$ cat src/rtl/clock_select_pkg.sv
// Constants, register layouts and types shared by the clock source select logic
package clock_select_pkg;

  ////////////////////////////////////////////////////////////////////////////////
  // Register addresses on the special-function register bus
  localparam logic [7:0] CLOCK_SELECT_ADDR = 8'hA9;
  localparam logic [7:0] SLOW_CTRL_ADDR    = 8'hB1;
  localparam logic [7:0] FAST_TRIM_ADDR    = 8'hC7;

  ////////////////////////////////////////////////////////////////////////////////
  // Source select codes
  localparam logic [1:0] SRC_FAST = 2'h0;
  localparam logic [1:0] SRC_EXT  = 2'h1;
  localparam logic [1:0] SRC_SLOW = 2'h2;

  // Reset values
  localparam logic [1:0] SOURCE_RESET     = 2'h0;
  localparam logic [2:0] POST_DIV_RESET   = 3'h3;
  localparam logic [1:0] SLOW_DIV_RESET   = 2'h0;
  localparam logic [3:0] SLOW_TRIM_RESET  = 4'h0;
  localparam logic [7:0] FAST_TRIM_RESET  = 8'h80;

  // Nominal oscillator rates, for reference by the analog models
  localparam int FAST_OSC_HZ = 24500000;
  localparam int SLOW_OSC_HZ = 80000;

  // Divided slow-oscillator ticks needed before the ready flag rises
  localparam logic [3:0] SLOW_READY_TICKS = 4'h4;

  ////////////////////////////////////////////////////////////////////////////////
  // Clock select register layout, bit 7 down to bit 0
  typedef struct packed {
    logic       rsv7;
    logic [2:0] post_div;
    logic [1:0] rsv3_2;
    logic [1:0] source;
  } clock_sel_t;

  // Slow oscillator control register layout, bit 7 down to bit 0
  typedef struct packed {
    logic       enable;
    logic       ready;
    logic [3:0] trim;
    logic [1:0] divider;
  } slow_ctrl_t;

  // Source switch sequencer
  typedef enum logic {SW_RUN, SW_WAIT} switch_state_t;

  // Low mask of a power-of-two divider: shift 0 gives 0, shift 7 gives 7F
  function automatic logic [6:0] div_mask(input logic [2:0] shift);
    div_mask = 7'h7F >> (3'h7 - shift);
  endfunction

endpackage

$ cat src/rtl/edge_sync.sv
// Two-stage synchroniser with a rising-edge pulse behind it
`timescale 1ns/10ps
module edge_sync (
  // Clock and reset
  input  wire logic clk_i,
  input  wire logic nrst_i,
  // Asynchronous level in
  input  wire logic raw_i,
  // Synchronised level and edge
  output logic      level_o,
  output logic      rise_o
);

  logic stage1;
  logic stage2;
  logic stage3;
  logic next_stage1;
  logic next_stage2;
  logic next_stage3;

  // Shift chain; only stage2 reads stage1
  always_comb begin
    next_stage1 = raw_i;
    next_stage2 = stage1;
    next_stage3 = stage2;
  end

  always_ff @(posedge clk_i or negedge nrst_i) begin
    if (!nrst_i) begin
      stage1 <= 1'b0;
      stage2 <= 1'b0;
      stage3 <= 1'b0;
    end else begin
      stage1 <= next_stage1;
      stage2 <= next_stage2;
      stage3 <= next_stage3;
    end
  end

  // Edge is taken from the settled stages only
  assign level_o = stage2;
  assign rise_o  = stage2 & ~stage3;

endmodule

$ cat src/rtl/system_clock_source_select.sv
// System clock source selection, post-division and slow oscillator control
//
// What this block does
// - Offers fast internal, slow internal and external pin clock sources.
// - Selected source passes a power-of-two post-divider, one to 128.
// - After reset the fast oscillator is selected with divide by eight.
// - Fast oscillator is enabled whenever it is requested as source.
// - Eight-bit fast trim sets the period; reset value is factory trim.
// - Slow divider codes 00,01,10,11 divide by eight, four, two, one.
// - Four-bit slow trim: zero fastest, all ones slowest.
// - Enable bit 7 runs the slow oscillator; watchdog activity also runs it.
// - Ready flag rises once stable; clears on reset or divider change.
// - In capture mode each divided slow rising edge copies timer 3 count to reload.
// - External pin is resynchronised when clocking peripherals.
// - External pin is the system source only with select code 01.
// - Source may switch on the fly; post-divider writable any time.
// - Internal oscillators usable as source right after their enabling write.
// - Select codes 00 fast, 01 external, 10 slow; 11 reserved.
// - Post-divider field bits 6:4 divides by two to the value; resets 011.
`timescale 1ns/10ps
module system_clock_source_select
  import clock_select_pkg::*;
#(
  parameter logic [7:0] FAST_TRIM_FACTORY = FAST_TRIM_RESET
) (
  // Clock and reset
  input  wire logic        clk_i,
  input  wire logic        nrst_i,
  // Special-function register bus
  input  wire logic [7:0]  sfr_addr_i,
  input  wire logic        sfr_wr_i,
  input  wire logic        sfr_rd_i,
  input  wire logic [7:0]  sfr_wdata_i,
  output logic [7:0]       sfr_rdata_o,
  // Raw oscillator and pin clocks
  input  wire logic        fast_internal_osc_i,
  input  wire logic        slow_internal_osc_i,
  input  wire logic        external_clock_pin_i,
  // Oscillator control to the analog cores
  output logic             fast_osc_enable_o,
  output logic [7:0]       fast_osc_trim_o,
  output logic             slow_osc_enable_o,
  output logic [3:0]       slow_osc_trim_o,
  // Watchdog status
  input  wire logic        watchdog_active_i,
  // System clock enable
  output logic             system_clock_tick_o,
  output logic [1:0]       active_source_o,
  output logic             switching_o,
  // External clock for peripherals
  output logic             external_clock_sync_o,
  output logic             external_clock_rise_o,
  // Timer 3 capture hook
  input  wire logic        timer3_capture_mode_i,
  input  wire logic [7:0]  timer3_count_high_i,
  input  wire logic [7:0]  timer3_count_low_i,
  output logic             timer3_capture_o,
  output logic [7:0]       timer3_reload_high_o,
  output logic [7:0]       timer3_reload_low_o
);

  ////////////////////////////////////////////////////////////////////////////////
  // Declarations
  clock_sel_t    clock_select_reg;
  clock_sel_t    next_clock_select_reg;
  slow_ctrl_t    slow_osc_control;
  slow_ctrl_t    next_slow_osc_control;
  logic [7:0]    fast_osc_trim;
  logic [7:0]    next_fast_osc_trim;
  logic [7:0]    rdata;
  logic [7:0]    next_rdata;
  logic [2:0]    slow_div_count;
  logic [2:0]    next_slow_div_count;
  logic [3:0]    ready_count;
  logic [3:0]    next_ready_count;
  logic [6:0]    post_count;
  logic [6:0]    next_post_count;
  logic [1:0]    active_source;
  logic [1:0]    next_active_source;
  switch_state_t sw_state;
  switch_state_t next_sw_state;
  logic          sys_tick;
  logic          next_sys_tick;
  logic          cap_strobe;
  logic          next_cap_strobe;
  logic [7:0]    cap_high;
  logic [7:0]    next_cap_high;
  logic [7:0]    cap_low;
  logic [7:0]    next_cap_low;

  logic          fast_rise;
  logic          slow_rise;
  logic          ext_level;
  logic          ext_rise;
  logic          slow_run;
  logic          slow_tick;
  logic          src_tick;
  logic          wr_select;
  logic          wr_slow;
  logic          wr_trim;
  logic          div_change;
  logic [6:0]    slow_mask;
  logic [6:0]    post_mask;

  ////////////////////////////////////////////////////////////////////////////////
  // Synchronisers for the three raw clocks
  edge_sync u_fast_sync (
    .clk_i   (clk_i),
    .nrst_i  (nrst_i),
    .raw_i   (fast_internal_osc_i),
    .level_o (),
    .rise_o  (fast_rise)
  );

  edge_sync u_slow_sync (
    .clk_i   (clk_i),
    .nrst_i  (nrst_i),
    .raw_i   (slow_internal_osc_i),
    .level_o (),
    .rise_o  (slow_rise)
  );

  // External pin passes two flip-flops before any peripheral sees it
  edge_sync u_ext_sync (
    .clk_i   (clk_i),
    .nrst_i  (nrst_i),
    .raw_i   (external_clock_pin_i),
    .level_o (ext_level),
    .rise_o  (ext_rise)
  );

  ////////////////////////////////////////////////////////////////////////////////
  // Register decode
  assign wr_select  = sfr_wr_i && (sfr_addr_i == CLOCK_SELECT_ADDR);
  assign wr_slow    = sfr_wr_i && (sfr_addr_i == SLOW_CTRL_ADDR);
  assign wr_trim    = sfr_wr_i && (sfr_addr_i == FAST_TRIM_ADDR);
  assign div_change = wr_slow && (sfr_wdata_i[1:0] != slow_osc_control.divider);

  // Register writes; reserved bits keep zero, ready is never written
  always_comb begin
    next_clock_select_reg = clock_select_reg;
    next_slow_osc_control = slow_osc_control;
    next_fast_osc_trim    = fast_osc_trim;
    if (wr_select) begin
      next_clock_select_reg.post_div = sfr_wdata_i[6:4];
      next_clock_select_reg.source   = sfr_wdata_i[1:0];
    end
    if (wr_slow) begin
      next_slow_osc_control.enable  = sfr_wdata_i[7];
      next_slow_osc_control.trim    = sfr_wdata_i[5:2];
      next_slow_osc_control.divider = sfr_wdata_i[1:0];
    end
    if (wr_trim) begin
      next_fast_osc_trim = sfr_wdata_i;
    end
    // A divider change drops ready at once rather than one cycle after the count clears
    next_slow_osc_control.ready = (ready_count == SLOW_READY_TICKS) && !div_change;
  end

  // Read data is registered; unmapped addresses return zero
  always_comb begin
    next_rdata = rdata;
    if (sfr_rd_i) begin
      case (sfr_addr_i)
        CLOCK_SELECT_ADDR: next_rdata = clock_select_reg;
        SLOW_CTRL_ADDR:    next_rdata = slow_osc_control;
        FAST_TRIM_ADDR:    next_rdata = fast_osc_trim;
        default:           next_rdata = 8'h00;
      endcase
    end
  end

  always_ff @(posedge clk_i or negedge nrst_i) begin
    if (!nrst_i) begin
      clock_select_reg <= '{rsv7: 1'b0, post_div: POST_DIV_RESET, rsv3_2: 2'h0, source: SOURCE_RESET};
      slow_osc_control <= '{enable: 1'b0, ready: 1'b0, trim: SLOW_TRIM_RESET, divider: SLOW_DIV_RESET};
      fast_osc_trim    <= FAST_TRIM_FACTORY;
      rdata            <= 8'h00;
    end else begin
      clock_select_reg <= next_clock_select_reg;
      slow_osc_control <= next_slow_osc_control;
      fast_osc_trim    <= next_fast_osc_trim;
      rdata            <= next_rdata;
    end
  end

  ////////////////////////////////////////////////////////////////////////////////
  // Slow oscillator run, output divider and ready qualification
  assign slow_run  = slow_osc_control.enable | watchdog_active_i;
  assign slow_mask = div_mask(3'h3 - {1'b0, slow_osc_control.divider});
  assign slow_tick = slow_run && slow_rise && ((slow_div_count & slow_mask[2:0]) == slow_mask[2:0]);

  // A divider change restarts qualification; that clear beats a same-cycle set
  always_comb begin
    next_slow_div_count = slow_div_count;
    next_ready_count    = ready_count;
    if (slow_run && slow_rise) begin
      next_slow_div_count = slow_div_count + 3'h1;
    end
    if (slow_tick && (ready_count != SLOW_READY_TICKS)) begin
      next_ready_count = ready_count + 4'h1;
    end
    if (div_change) begin
      next_ready_count    = 4'h0;
      next_slow_div_count = 3'h0;
    end
  end

  always_ff @(posedge clk_i or negedge nrst_i) begin
    if (!nrst_i) begin
      slow_div_count <= 3'h0;
      ready_count    <= 4'h0;
    end else begin
      slow_div_count <= next_slow_div_count;
      ready_count    <= next_ready_count;
    end
  end

  ////////////////////////////////////////////////////////////////////////////////
  // Source multiplexer; reserved code selects nothing
  always_comb begin
    case (active_source)
      SRC_FAST: src_tick = fast_rise;
      SRC_EXT:  src_tick = ext_rise;
      SRC_SLOW: src_tick = slow_tick;
      default:  src_tick = 1'b0;
    endcase
  end

  // Glitch-free switch: hold output low, then start on the new source's first edge
  always_comb begin
    next_sw_state      = sw_state;
    next_active_source = active_source;
    next_post_count    = post_count;
    next_sys_tick      = 1'b0;
    post_mask          = div_mask(clock_select_reg.post_div);
    case (sw_state)
      SW_RUN: begin
        if (clock_select_reg.source != active_source) begin
          next_sw_state      = SW_WAIT;
          next_active_source = clock_select_reg.source;
          next_post_count    = 7'h00;
        end else if (src_tick) begin
          next_post_count = post_count + 7'h01;
          next_sys_tick   = ((post_count & post_mask) == post_mask);
        end
      end
      SW_WAIT: begin
        if (clock_select_reg.source != active_source) begin
          next_active_source = clock_select_reg.source;
        end else if (src_tick) begin
          next_sw_state   = SW_RUN;
          next_post_count = 7'h01;
          next_sys_tick   = (post_mask == 7'h00);
        end
      end
      default: begin
        next_sw_state = SW_RUN;
      end
    endcase
  end

  always_ff @(posedge clk_i or negedge nrst_i) begin
    if (!nrst_i) begin
      sw_state      <= SW_RUN;
      active_source <= SOURCE_RESET;
      post_count    <= 7'h00;
      sys_tick      <= 1'b0;
    end else begin
      sw_state      <= next_sw_state;
      active_source <= next_active_source;
      post_count    <= next_post_count;
      sys_tick      <= next_sys_tick;
    end
  end

  ////////////////////////////////////////////////////////////////////////////////
  // Timer 3 capture on each divided slow-oscillator rising edge
  always_comb begin
    next_cap_strobe = 1'b0;
    next_cap_high   = cap_high;
    next_cap_low    = cap_low;
    if (timer3_capture_mode_i && slow_tick) begin
      next_cap_strobe = 1'b1;
      next_cap_high   = timer3_count_high_i;
      next_cap_low    = timer3_count_low_i;
    end
  end

  always_ff @(posedge clk_i or negedge nrst_i) begin
    if (!nrst_i) begin
      cap_strobe <= 1'b0;
      cap_high   <= 8'h00;
      cap_low    <= 8'h00;
    end else begin
      cap_strobe <= next_cap_strobe;
      cap_high   <= next_cap_high;
      cap_low    <= next_cap_low;
    end
  end

  ////////////////////////////////////////////////////////////////////////////////
  // Outputs
  // Fast core runs while requested or while it is still the active source
  assign fast_osc_enable_o     = (clock_select_reg.source == SRC_FAST) || (active_source == SRC_FAST);
  assign fast_osc_trim_o       = fast_osc_trim;
  assign slow_osc_enable_o     = slow_run;
  assign slow_osc_trim_o       = slow_osc_control.trim;
  assign sfr_rdata_o           = rdata;
  assign system_clock_tick_o   = sys_tick;
  assign active_source_o       = active_source;
  assign switching_o           = (sw_state == SW_WAIT);
  assign external_clock_sync_o = ext_level;
  assign external_clock_rise_o = ext_rise;
  assign timer3_capture_o      = cap_strobe;
  assign timer3_reload_high_o  = cap_high;
  assign timer3_reload_low_o   = cap_low;

endmodule

$ cat config.mk
export PLATFORM = sky130hd
export DESIGN_NAME = system_clock_source_select
export DESIGN_NICKNAME = d
export VERILOG_FILES = /design/src/rtl/clock_select_pkg.sv /design/src/rtl/edge_sync.sv /design/src/rtl/system_clock_source_select.sv
export SDC_FILE = /design/constraint.sdc
export NUM_CORES = 1
export LEC_CHECK = 0
export BUFFER_PORTS_ARGS = -buffer_cell sky130_fd_sc_hd__buf_2
export CAP_MARGIN = 10
export CORE_ASPECT_RATIO = 0.6
export CORE_MARGIN = 4
export CORE_UTILIZATION = 52
export CTS_CLUSTER_SIZE = 12
export DETAILED_ROUTE_END_ITERATION = 10
export GPL_ROUTABILITY_DRIVEN = 0
export PLACE_DENSITY = 0.79
export RECOVER_POWER = 50
export SYNTH_ARGS = -nofsm -noshare
export SYNTH_HDL_FRONTEND = slang
export SYNTH_SLANG_ARGS = --single-unit
$ cat constraint.sdc
create_clock -name clk_i -period 2.1 [get_ports clk_i]
set_clock_uncertainty 0.05 [all_clocks]
set_input_delay 0.105 -clock clk_i [delete_from_list [all_inputs] [get_ports clk_i]]
set_output_delay 0.105 -clock clk_i [all_outputs]
set_load 0.005 [all_outputs]
==> impl_metrics.yaml <==
cts:
  post_cts_buffers: 0
  hold_buffers: 28
  cts_max_path_buffers: 2
  insertion_delay_ns: 0.34
  clk_pin_slew_worst_paths_ns: 0.07
  htree_levels: 3
  cts_tree: "built"
  numCtsBuffers: 9
  cts-resized-gates: 0
  clock-root-buffer: "clkbuf_8"
  clock-sinks: 73
synth:
  synth_cell_types: 56
  yosysSeqAreaShare_pct: 55.9
  synth_edf_count: 0
  synthesis.nets: 301
  synth_seq_cells: 73
  syn-mean-instance-area_um2: 12.8
  syn_area_um2: 3280
  synthCells: 256
  ys.flop_type: "dfrtp_1"
  yosys_warnings: 0
  async_flop_share_pct: 100
timing:
  fin_crit_ns: 1.94
  finalCritPeriodShare_pct: 92.4
  whs_ns: 0.0325
  drv_slew: 0
  tightest_slew_ns: 1.21
  finalSetupTns_ns: 0
  max_freq_mhz: 515
  setup_viol: 0
  relSlewSlack_pct: 19.6
  rsz0062_at_grt: "no"
  hold_viol: 0
placement:
  hpwl_mm: 5.41
  port_buffers: 85
worst_setup_path:
  critPathLaunchType: "flip-flop"
  cp_max_fo: 9
  worstRegToRegCells: 4
  critPathCaptureType: "flip-flop"
  cp_cell_sequence: "or4b_4 > a21o_1 > o21a_1 > a32o_1"
  slowest_delay_ns: 0.54
  criticalPathCategory: "flip-flop to flip-flop"
  arrival_ns: 2.13
  r2r_end: "post_count[3]"
  r2r_start: "active_source_o[0]"
  cp_slowest_cell: "or4b_4"
  ff2ff_setup_slack_ns: 0.16
  required_ns: 2.29
global_route:
  antenna_found_initial: 0
  grt_overflow: 0
  grt_pass1_wl_mm: 13.5
  grt_pass1_vias: 2668
  grt_max_degree: 33
  grt_use_total_pct: 21.8
detailed_routing:
  wl_met2_mm: 3.89
  drt_first_pass_iters: 5
  wirelength_mm: 7.91
  viasPerCell: 5.38
  wl_met1_mm: 3.35
  detail-route-antenna-nets: 0
  wire_per_inst_um: 17.2
  drc: 0
  dr_wl_met3_um: 527
  vias: 2482
  drt_iter0_drc: 166
  topRoutingLayerUsed: "met4"
worst_hold_path:
  hold_path_end: "sfr_rdata_o[7]"
  holdPathStages: 2
  min_from: "sfr_rd_i"
  hp-class: "input port to flip-flop"
layout:
  num_antenna_cells: 0
  fillers: 461
  fin_nets: 417
  syn_to_final_growth_pct: 29.2
  fin_util_pct: 69.2
  drive_gt1_share_pct: 27.6
power:
  ir_worst_vdd_v: 0.000544
  powerDensity_nw_per_um2: 824
  power.total_mw: 3.49
  leakage_nw: 2.04
floorplanning:
  pin_count: 86
  std_cell_rows: 22
  dieArea_um2: 7680
  die_w_um: 110
  core_um2: 6110
  start_util_pct: 53.6
  fp.dieH_um: 69.5
run_status:
  status: "finished, final reports clean"
flow_run:
  cap_violations: 0
==> synth_stat cells (all sizes together), types with 2 or more instances <==
master | instances | area share [%]
inv | 20 | 2.3
o21ai | 5 | 0.76
a22oi | 4 | 0.92
xnor2 | 7 | 1.9
nor3 | 2 | 0.31
buf | 10 | 2.3
nand3 | 7 | 1.1
nor2 | 9 | 1.0
nor4b | 2 | 0.73
clkbuf | 5 | 0.57
o22ai | 9 | 1.7
a222oi | 5 | 1.5
xor2 | 4 | 1.1
dfrtp | 70 | 53
o32ai | 5 | 2.5
dfstp | 3 | 2.4
a2111oi | 2 | 1.1
a21oi | 5 | 0.88
nand2 | 4 | 0.46
nand4 | 2 | 0.38
o21a | 2 | 0.46
and3 | 4 | 0.76
ha | 4 | 1.5
mux2 | 36 | 12
o211ai | 3 | 0.84
nor2b | 5 | 0.95
or2 | 2 | 0.38
and2 | 2 | 0.38
a21o | 2 | 0.46
==> routing by layer <==
| metal | global-route usage (%) | up-vias |
|---|---|---|
| met5 | 0 | - |
| met1 | 28.1 | 1217 |
| met2 | 34.9 | 86 |
| li1 | - | 1164 |
| met3 | 7.15 | 15 |
| met4 | 7.51 | 0 |
==> power by group <==
part	total [mW]	switching, mW	internal [mW]
Sequential	1.77	0.182	1.59
Combinational	0.636	0.311	0.325
Clock	1.08	0.496	0.581
Total	3.49	0.989	2.50
==> layout make-up <==
type	count	area [um2]	area share, %
repair buffers	120	752	17.8
clock inverters	3	42.5	1.01
well taps	84	105	2.48
multi-input cells	148	1280	30.2
flip-flops and latches	73	1830	43.3
clock buffers	13	149	3.52
inverters	20	75.1	1.77
==> worst max-delay path by stage <==
stage               slack [ns]  cells after the start       endpoint           startpoint
CTS                       0.16                      4  post_count[3]   active_source_o[0]
global route              0.09                      4  post_count[3]   active_source_o[0]
finish                    0.16                      4  post_count[3]   active_source_o[0]
detailed placement        0.16                      4  post_count[3]   active_source_o[0]
global placement          0.20                      4  post_count[3]   active_source_o[0]
floorplan                 0.24                      6  post_count[3]  clock_select_reg[0]
==> through the flow <==
stage,cell area [um2],setup slack (ns),std cells
floorplan,3280,0.238,256
global placement,3790,0.201,417
detailed placement,3790,0.162,417
CTS,4260,0.156,461
global route,4230,0.0897,461
finish,4230,0.159,461
==> critical path, delay by kind of cell (launching register included) <==
kind	cells	cell delay, ns
AO/OA/AOI/OAI	3	0.81
AND/OR/NAND/NOR	1	0.54
flip-flops	1	0.44
==> layout by cell type, fill, tap and decap left out, drive strengths merged, types with 3 or more instances in the layout <==
cell type,netlist,final
xor2,4,4
nand2,4,4
xnor2,7,7
buf,10,69
a222oi,5,5
dfrtp,70,70
clkbuf,5,36
nor2b,5,5
o21ai,5,5
mux2,36,36
a21oi,5,5
nand3,7,7
a22oi,4,4
ha,4,4
dlygate4sd3,0,28
dfstp,3,3
o22ai,9,9
o211ai,3,3
inv,20,20
nor2,9,9
and3,4,4
o32ai,5,5
==> kinds of logic (layout without fill, tap and decap cells) <==
group | Yosys count | count (layout) | synth area share [%]
and+or+nand+nor | 45 | 45 | 8.25
DFF | 73 | 73 | 55.9
buffers and inverters | 35 | 156 | 5.12
adders and majority gates | 4 | 4 | 1.53
muxes | 37 | 37 | 12.7
AOI/OAI and AO/OA | 51 | 51 | 13.6
xor gates and xnor gates | 11 | 11 | 2.94
Power figures use the tool's default switching activity.
